--- src/design/adc_host_pkg.sv ---
package adc_host_pkg;

    // clock and pin timing
    localparam int CLK_PERIOD_NS  = 10;
    localparam int WAKE_TIME_NS   = 360;
    localparam int ACQ_TIME_NS    = 160;
    localparam int WR_PULSE_NS    = 250;
    localparam int WR_TO_RD_NS    = 250;
    localparam int CONV_TOTAL_NS  = 660;
    localparam int READ_ACCESS_NS = CONV_TOTAL_NS - WR_PULSE_NS - WR_TO_RD_NS;

    // least time, rounded up to whole cycles, never below one
    function automatic int min_cycles(input int ns);
        int c;
        c = (ns + CLK_PERIOD_NS - 1) / CLK_PERIOD_NS;
        return (c < 1) ? 1 : c;
    endfunction

    localparam int CNT_W        = 8;
    localparam int WAKE_CYC     = min_cycles(WAKE_TIME_NS);
    localparam int ACQ_CYC      = min_cycles(ACQ_TIME_NS);
    localparam int WR_CYC       = min_cycles(WR_PULSE_NS);
    localparam int GAP_CYC      = min_cycles(WR_TO_RD_NS);
    localparam int ACCESS_CYC   = min_cycles(READ_ACCESS_NS);
    // synchroniser depth of the pin inputs
    localparam int SYNC_CYC     = 2;

    // register map, word index = byte address / 4
    localparam int         ADDR_W     = 4;
    localparam logic [1:0] IDX_CTRL   = 2'h0;
    localparam logic [1:0] IDX_STATUS = 2'h1;
    localparam logic [1:0] IDX_DATA   = 2'h2;

    // control word fields
    localparam int CTRL_START_BIT  = 0;
    localparam int CTRL_CHAN_LSB   = 1;
    localparam int CTRL_MODE_BIT   = 4;
    localparam int CTRL_WAKE_BIT   = 5;
    localparam int CTRL_METHOD_LSB = 6;

    // status word fields
    localparam int STAT_BUSY_BIT  = 0;
    localparam int STAT_DONE_BIT  = 1;
    localparam int STAT_READY_BIT = 2;
    localparam int STAT_INIT_BIT  = 3;

    // data word fields
    localparam int DATA_CHAN_LSB = 8;

    localparam logic [1:0] RESP_OKAY   = 2'h0;
    localparam logic [1:0] RESP_SLVERR = 2'h2;

    typedef enum logic [1:0] {
        METHOD_WAIT_INT = 2'h0,
        METHOD_EARLY    = 2'h1,
        METHOD_PIPE     = 2'h2
    } method_type;

    typedef enum logic [2:0] {
        ST_IDLE   = 3'h0,
        ST_SETUP  = 3'h1,
        ST_STROBE = 3'h3,
        ST_GAP    = 3'h2,
        ST_READ   = 3'h6,
        ST_FINISH = 3'h7
    } state_type;

endpackage

--- src/design/pin_sync.sv ---
`timescale 1ns/1ps
`default_nettype none

module pin_sync #(
    parameter int WIDTH = 1
) (
    input  wire logic             aclk,
    input  wire logic             aresetn,
    input  wire logic [WIDTH-1:0] d,
    output logic      [WIDTH-1:0] q
);

    typedef struct packed {
        logic [WIDTH-1:0] first;
        logic [WIDTH-1:0] second;
    } sync_type;

    sync_type r;
    sync_type n;

    always_comb begin
        n        = r;
        n.first  = d;
        n.second = r.first;
    end

    always_ff @(posedge aclk) begin
        if (!aresetn) begin
            r <= '0;
        end else begin
            r <= n;
        end
    end

    assign q = r.second;

endmodule

`default_nettype wire

--- src/design/adc_host.sv ---
`timescale 1ns/1ps
`default_nettype none

// Operation
// device forms result as upper four bits then lower four bits
// three channel select bits pick input one to eight in binary
// eighth channel converts the upper reference voltage
// sleep low shuts converter down, high wakes it to tracking
// host waits 360ns after waking before a new conversion
// mode select low gives read mode, high gives write-read mode
// host keeps channel address stable for acquisition time before conversion
// read mode: host starts conversion with chip select and read low
// read mode: host may hold read low until result appears
// read mode: write/ready pin is open-collector ready, low while converting
// read mode: done flag low at end, cleared by select or read rise
// write-read mode: conversion starts at write falling edge
// write rise latches upper bits, lower pass then sets done
// after done, select and read low put result on data bus
// host allows acquisition time from done to next write fall; pipelined path times it from strobe release and never waits for done
// early read low finishes conversion at once and enables outputs
// early read gives 660ns total from write through result access
// pipelined: write and read tied, start new and output previous result
// device ignores write and read unless chip select low
// mode select defaults to read mode when unconnected
// host discards one conversion after power-up to initialise device
// data outputs float whenever chip select or read is high
module adc_host
    import adc_host_pkg::*;
#(
    parameter logic [CNT_W-1:0] WAKE_CYCLES   = CNT_W'(WAKE_CYC),
    parameter logic [CNT_W-1:0] ACQ_CYCLES    = CNT_W'(ACQ_CYC),
    parameter logic [CNT_W-1:0] WR_CYCLES     = CNT_W'(WR_CYC),
    parameter logic [CNT_W-1:0] GAP_CYCLES    = CNT_W'(GAP_CYC),
    parameter logic [CNT_W-1:0] ACCESS_CYCLES = CNT_W'(ACCESS_CYC)
) (
    input  wire logic              aclk,
    input  wire logic              aresetn,
    input  wire logic [ADDR_W-1:0] awaddr,
    input  wire logic              awvalid,
    output logic                   awready,
    input  wire logic [31:0]       wdata,
    input  wire logic [3:0]        wstrb,
    input  wire logic              wvalid,
    output logic                   wready,
    output logic [1:0]             bresp,
    output logic                   bvalid,
    input  wire logic              bready,
    input  wire logic [ADDR_W-1:0] araddr,
    input  wire logic              arvalid,
    output logic                   arready,
    output logic [31:0]            rdata,
    output logic [1:0]             rresp,
    output logic                   rvalid,
    input  wire logic              rready,
    output logic                   cs_n,
    output logic                   rd_n,
    output logic                   wr_rdy_out,
    output logic                   wr_rdy_oe,
    input  wire logic              wr_rdy_in,
    input  wire logic              conv_done_n,
    input  wire logic [7:0]        result_bus,
    output logic                   mode_sel,
    output logic                   sleep_n,
    output logic                   channel_sel_bit0,
    output logic                   channel_sel_bit1,
    output logic                   channel_sel_bit2
);

    typedef struct packed {
        state_type        state;
        logic [CNT_W-1:0] cnt;
        logic [CNT_W-1:0] wake_cnt;
        logic [CNT_W-1:0] stable_cnt;
        logic             cs_n;
        logic             rd_n;
        logic             wr_n;
        logic             sleep_n;
        logic             mode;
        logic [2:0]       chan;
        method_type       method;
        logic             start_pend;
        logic             done;
        logic             init_done;
        logic [7:0]       result;
        logic [2:0]       res_chan;
        logic             aw_have;
        logic [1:0]       aw_idx;
        logic             w_have;
        logic [31:0]      wdata;
        logic [3:0]       wstrb;
        logic             awready;
        logic             wready;
        logic             bvalid;
        logic [1:0]       bresp;
        logic             arready;
        logic             rvalid;
        logic [31:0]      rdata;
        logic [1:0]       rresp;
    } ctl_type;

    ctl_type    r;
    ctl_type    n;
    logic       capture;
    logic       rdy_s;
    logic       int_n_s;
    logic [7:0] res_s;

    function automatic logic [1:0] reg_index(input logic [ADDR_W-1:0] a);
        return a[3:2];
    endfunction

    function automatic logic idx_mapped(input logic [1:0] idx);
        return (idx == IDX_CTRL) || (idx == IDX_STATUS) || (idx == IDX_DATA);
    endfunction

    pin_sync #(
        .WIDTH (10)
    ) u_sync (
        .aclk    (aclk),
        .aresetn (aresetn),
        .d       ({wr_rdy_in, conv_done_n, result_bus}),
        .q       ({rdy_s, int_n_s, res_s})
    );

    always_comb begin
        n       = r;
        capture = 1'b0;

        if (r.wake_cnt != '0) begin
            n.wake_cnt = r.wake_cnt - CNT_W'(1);
        end

        // write channels taken in either order
        if (awvalid && r.awready) begin
            n.aw_have = 1'b1;
            n.aw_idx  = reg_index(awaddr);
        end
        if (wvalid && r.wready) begin
            n.w_have = 1'b1;
            n.wdata  = wdata;
            n.wstrb  = wstrb;
        end
        if (r.bvalid && bready) begin
            n.bvalid = 1'b0;
        end
        if (r.aw_have && r.w_have && !r.bvalid) begin
            n.aw_have = 1'b0;
            n.w_have  = 1'b0;
            n.bvalid  = 1'b1;
            n.bresp   = idx_mapped(r.aw_idx) ? RESP_OKAY : RESP_SLVERR;
            if (r.aw_idx == IDX_CTRL && r.wstrb[0]) begin
                if (r.wdata[CTRL_START_BIT]) begin
                    n.start_pend = 1'b1;
                end
                // pins change only between conversions
                if (r.state == ST_IDLE) begin
                    n.chan    = r.wdata[CTRL_CHAN_LSB +: 3];
                    n.mode    = r.wdata[CTRL_MODE_BIT];
                    n.method  = method_type'(r.wdata[CTRL_METHOD_LSB +: 2]);
                    n.sleep_n = r.wdata[CTRL_WAKE_BIT];
                    if (!r.sleep_n && r.wdata[CTRL_WAKE_BIT]) begin
                        n.wake_cnt = WAKE_CYCLES;
                    end
                end
            end
        end
        n.awready = !n.aw_have && !n.bvalid;
        n.wready  = !n.w_have && !n.bvalid;

        // read channel
        if (r.rvalid && rready) begin
            n.rvalid = 1'b0;
        end
        if (arvalid && r.arready) begin
            n.rvalid = 1'b1;
            n.rresp  = RESP_OKAY;
            n.rdata  = 32'h0000_0000;
            case (reg_index(araddr))
                IDX_CTRL: begin
                    n.rdata[CTRL_CHAN_LSB +: 3]   = r.chan;
                    n.rdata[CTRL_MODE_BIT]        = r.mode;
                    n.rdata[CTRL_WAKE_BIT]        = r.sleep_n;
                    n.rdata[CTRL_METHOD_LSB +: 2] = r.method;
                end
                IDX_STATUS: begin
                    n.rdata[STAT_BUSY_BIT]  = (r.state != ST_IDLE) || r.start_pend;
                    n.rdata[STAT_DONE_BIT]  = r.done;
                    n.rdata[STAT_READY_BIT] = r.sleep_n && (r.wake_cnt == '0);
                    n.rdata[STAT_INIT_BIT]  = r.init_done;
                end
                IDX_DATA: begin
                    n.rdata[7:0]               = r.result;
                    n.rdata[DATA_CHAN_LSB +: 3] = r.res_chan;
                    n.done                      = 1'b0;
                end
                default: begin
                    n.rresp = RESP_SLVERR;
                end
            endcase
        end
        n.arready = !n.rvalid;

        // time since channel change or last strobe release
        if (n.chan != r.chan || !r.cs_n) begin
            n.stable_cnt = '0;
        end else if (r.stable_cnt != '1) begin
            n.stable_cnt = r.stable_cnt + CNT_W'(1);
        end

        case (r.state)
            ST_IDLE: begin
                if ((r.start_pend || !r.init_done) && r.sleep_n && r.wake_cnt == '0) begin
                    n.start_pend = 1'b0;
                    n.state      = ST_SETUP;
                    n.cnt        = ACQ_CYCLES - CNT_W'(1);
                end
            end
            ST_SETUP: begin
                if (r.cnt != '0) begin
                    n.cnt = r.cnt - CNT_W'(1);
                end else begin
                    n.cs_n = 1'b0;
                    if (!r.mode) begin
                        n.rd_n  = 1'b0;
                        // synced ready still shows the idle level for two edges
                        n.cnt   = CNT_W'(SYNC_CYC);
                        n.state = ST_READ;
                    end else begin
                        n.wr_n  = 1'b0;
                        n.rd_n  = (r.method != METHOD_PIPE);
                        n.cnt   = WR_CYCLES - CNT_W'(1);
                        n.state = ST_STROBE;
                    end
                end
            end
            ST_STROBE: begin
                if (r.cnt != '0) begin
                    n.cnt = r.cnt - CNT_W'(1);
                end else if (r.method == METHOD_PIPE) begin
                    capture = 1'b1;
                    n.wr_n  = 1'b1;
                    n.rd_n  = 1'b1;
                    n.cs_n  = 1'b1;
                    n.state = ST_FINISH;
                end else begin
                    n.wr_n  = 1'b1;
                    n.cnt   = GAP_CYCLES - CNT_W'(1);
                    n.state = ST_GAP;
                end
            end
            ST_GAP: begin
                if (r.method == METHOD_EARLY) begin
                    if (r.cnt != '0) begin
                        n.cnt = r.cnt - CNT_W'(1);
                    end else begin
                        n.rd_n  = 1'b0;
                        n.cnt   = ACCESS_CYCLES - CNT_W'(1);
                        n.state = ST_READ;
                    end
                end else if (!int_n_s) begin
                    n.rd_n  = 1'b0;
                    n.cnt   = ACCESS_CYCLES - CNT_W'(1);
                    n.state = ST_READ;
                end
            end
            ST_READ: begin
                if (r.cnt != '0) begin
                    n.cnt = r.cnt - CNT_W'(1);
                end else if (!r.mode) begin
                    if (rdy_s && !int_n_s) begin
                        capture = 1'b1;
                    end
                end else begin
                    capture = 1'b1;
                end
                if (capture) begin
                    n.rd_n  = 1'b1;
                    n.cs_n  = 1'b1;
                    n.state = ST_FINISH;
                end
            end
            ST_FINISH: begin
                n.state = ST_IDLE;
            end
            default: begin
                n.state = ST_IDLE;
                n.cs_n  = 1'b1;
                n.rd_n  = 1'b1;
                n.wr_n  = 1'b1;
            end
        endcase

        // set wins over a data read clearing the flag
        if (capture) begin
            if (r.init_done) begin
                n.result   = res_s;
                n.res_chan = r.chan;
                n.done     = 1'b1;
            end else begin
                n.init_done = 1'b1;
            end
        end
    end

    always_ff @(posedge aclk) begin
        if (!aresetn) begin
            r          <= '0;
            r.cs_n     <= 1'b1;
            r.rd_n     <= 1'b1;
            r.wr_n     <= 1'b1;
            r.sleep_n  <= 1'b1;
            r.wake_cnt <= WAKE_CYCLES;
        end else begin
            r <= n;
        end
    end

    assign awready          = r.awready;
    assign wready           = r.wready;
    assign bresp            = r.bresp;
    assign bvalid           = r.bvalid;
    assign arready          = r.arready;
    assign rdata            = r.rdata;
    assign rresp            = r.rresp;
    assign rvalid           = r.rvalid;
    assign cs_n             = r.cs_n;
    assign rd_n             = r.rd_n;
    assign wr_rdy_out       = r.wr_n;
    assign wr_rdy_oe        = r.mode;
    assign mode_sel         = r.mode;
    assign sleep_n          = r.sleep_n;
    assign channel_sel_bit0 = r.chan[0];
    assign channel_sel_bit1 = r.chan[1];
    assign channel_sel_bit2 = r.chan[2];

    localparam int GAP_D = GAP_CYCLES;
endmodule

`default_nettype wire

--- config.mk ---
export PLATFORM = sky130hd
export DESIGN_NAME = adc_host
export DESIGN_NICKNAME = d
export VERILOG_FILES = /design/src/design/adc_host_pkg.sv /design/src/design/pin_sync.sv /design/src/design/adc_host.sv
export SDC_FILE = /design/constraint.sdc
export NUM_CORES = 1
export LEC_CHECK = 0
export BUFFER_PORTS_ARGS = -buffer_cell sky130_fd_sc_hd__buf_4
export CAP_MARGIN = 5
export CORE_MARGIN = 3
export CORE_UTILIZATION = 35
export DETAILED_ROUTE_END_ITERATION = 10
export PLACE_DENSITY = 0.58
export REMOVE_ABC_BUFFERS = 1
export SETUP_SLACK_MARGIN = 0.02
export SLEW_MARGIN = 10
export SYNTH_ARGS = -nofsm -noshare
export SYNTH_HDL_FRONTEND = slang
export SYNTH_SLANG_ARGS = --single-unit
--- constraint.sdc ---
create_clock -name aclk -period 4.2 [get_ports aclk]
set_input_delay 1.05 -clock aclk [delete_from_list [all_inputs] [get_ports aclk]]
set_output_delay 1.05 -clock aclk [all_outputs]
set_load 0.01 [all_outputs]
==> flow_summary.toml <==
[sta]
finalCriticalPeriod_ps = 2860
holdWs_ps = 433
hold_viol_final = 0
finClkSkew_ps = 8.95
period_share = 0.681
tns_ps = 0
setup_viol = 0
drv_slew = 0
timing.fmax_mhz = 349
relSlewSlack = 0.374
rsz0062_at_grt = "no"
worst_pin_slew_ps = 938

[power_and_ir_drop]
powerDensity_nw_per_um2 = 538
intPower_mw = 1.71
p_leak_nw = 1.97
fin_total_pwr_mw = 2.58
power.share.clock = 0.328
switching_share = 0.335
seqPwrFrac = 0.411
power_switching_mw = 0.864
pwr-share-comb = 0.261
ir_worst_vdd_uv = 191

[floorplan]
coreArea_um2 = 11600
rows = 39
ioPinCount = 111
fp.dieH_um = 115
dieArea_um2 = 13300
die_x_um = 115
start_util = 0.362

[clock_tree]
clk_transition_reported_paths_ps = 70
clock_latency_ps = 340
h-tree-depth = 3
cts_resized = 0
holdBufCountCts = 0
root_buffer = "clkbuf_16"
post-cts-setup-buffer-count = 0
cts_buffer_depth = 2
cts_made_buffers = 9
cts_sinks = 94
cts_tree = "built"

[min_path]
min_from = "u_sync.n[9]$_SDFF_PN0_"
whs_endpoint = "u_sync.q[9]$_SDFF_PN0_"
hold_path_class = "flop to flop"
hold_depth = 1

[worst_setup_path]
start_kind = "flop"
crit_family = "simple AND/OR/NAND/NOR gates"
ff2ff_path_depth = 8
crit_buf_inv = 1
required_ps = 4400
cpMaxStageDelayCell = "and3_1"
crit_fanout = 12
regToRegStartpoint = "r[121]$_SDFFE_PN0P_"
reg2reg_slack_ps = 1340
crit_chain = "inv_1 -> ha_1 -> nor4b_1 -> nand2_1 -> a21oi_1 -> and3_1 -> mux2i_1 -> nor2_1"
arrival_ps = 3060
crit_type = "flop to flop"
r2r-end = "r[89]$_SDFFE_PN0P_"
max_stage_delay_ps = 690
critPathLaunch = "r[121]$_SDFFE_PN0P_"
crit_path_end_kind = "flop"

[yosys]
ys_seq_area_frac = 0.449
async_reset_ff_frac = 0
synth-edff-count = 0
yosys-top-cells-count = "dfxtp_1, nor2_1, nand2_1"
syn-instance-count = 485
yosysTopAreaCell = "dfxtp_1"
syn-cell-area_um2 = 4190
synth_cell_types = 53
synthFlopType = "dfxtp_1"
syn_avg_cell_area_um2 = 8.63
yosysTopAreaCellShare = 0.449
synthTopCellsByArea = "dfxtp_1, buf_4, nor2_1, a21oi_1, mux2i_1"
ys_warn_count = 0
synth_most_common_cell = "dfxtp_1"
ys_ff_latch = 94

[detailed_routing]
drc = 0
via_count = 3169
avgViaCountPerCell = 4.79
drtPass1Iterations = 4
wl_per_cell_um = 13.6
ant_nets = 0
first_iter_violations = 154
wl_um = 8960

[finish]
syn_to_final_growth_pct = 14.5
post-route-util = 0.415
drive_above_1_share = 0.154
fin_cells = 661
antenna_cells = 0
fin_nets = 582

[placement]
port_buffers = 56
globalplace.congestion = 0.849
dp_hpwl_um = 6220
numPlacedInstances = 645

[global_route]
grt_max_degree = 54
track_usage = 0.137
antenna_found_initial = 0
grt_pass1_vias = 2928
gr-total-overflow = 0
grt_pass1_wl_um = 14500

[run_status]
status = "complete, no violations"

[run]
drv_cap = 0
flip-flops by register name, indices dropped and copies added, names as in the netlist, 10 cells and up:
register and cells:
r 48, u_sync.n 10, rdata 11, u_sync.q 10
placed cells by master (no fill, tap or decap), types with 3 or more instances in the layout:
master,instances
mux2i_1,19
inv_1,10
nand2b_1,7
dfxtp_1,94
o22ai_1,3
a221oi_1,5
xor2_1,3
nor3b_1,3
xnor2_1,5
ha_1,8
nor2_1,58
buf_4,56
nor3_1,14
nand3_1,11
nor2b_1,9
a31oi_1,6
conb_1,23
nand3b_1,3
clkbuf_16,9
inv_6,4
and2_1,24
and3_1,4
nand2_1,49
a21oi_1,38
o21ai_0,15
final cells by class:
class,instances,area (um2)
multi-input cells,341,1960
repair buffers,56,420
fillers,1144,6770
inverters,11,41.3
well taps,143,179
clock inverters,7,85.1
clock buffers,9,225
flip-flops and latches,94,1880
per-layer routing:
| layer | part of all wire | wire length (um) | GRT usage | vias to the layer above |
|---|---|---|---|---|
| met1 | 0.49 | 4350 | 0.183 | 1437 |
| met4 | 0.011 | 98 | 0.0407 | 0 |
| li1 | - | - | - | 1650 |
| met2 | 0.45 | 4080 | 0.219 | 76 |
| met3 | 0.048 | 434 | 0.0337 | 6 |
| met5 | 0 | 0 | 0 | - |
per-stage QoR:
step / cell area [um2] / setup WS, ps
3_3_place_gp: 4480 / 1460
3_5_place_dp: 4480 / 1400
2_1_floorplan: 3880 / 1990
6_report: 4790 / 1340
5_1_grt: 4790 / 1020
4_1_cts: 4790 / 1380
power by group through the flow:
stage                     clock [mW]  combinational (mW)  sequential (mW)
final                          0.845               0.673             1.06
after global routing           0.902               0.755             1.07
after CTS                      0.862               0.666             1.06
after detailed placement           0               0.661             1.08
after global placement             0               0.650             1.07
after floorplan                    0               0.494             1.06
how the worst max path moves through the flow:
stage | endpoint | slack [ps] | cells past startpoint
5_1_grt | r[85]$_SDFFE_PN0P_ | 1020 | 8
3_3_place_gp | r[89]$_SDFFE_PN0P_ | 1460 | 8
6_report | r[89]$_SDFFE_PN0P_ | 1340 | 8
3_5_place_dp | r[85]$_SDFFE_PN0P_ | 1400 | 8
4_1_cts | r[85]$_SDFFE_PN0P_ | 1380 | 8
2_1_floorplan | r[81]$_SDFFE_PN0P_ | 1990 | 8
logic make-up (layout without fill, tap and decap cells):
logic type / after synthesis / after routing / synth area share
AO/OA/AOI/OAI: 89 / 89 / 0.133
adder cells (fa/ha/maj): 8 / 8 / 0.0239
XOR/XNOR: 8 / 8 / 0.0167
buffers and inverters: 72 / 83 / 0.102
flip-flops: 94 / 94 / 0.449
AND/OR/NAND/NOR: 194 / 194 / 0.229
multiplexers: 19 / 19 / 0.0454
other: 1 / 23 / 0.000895
Power figures use the tool's default switching activity.
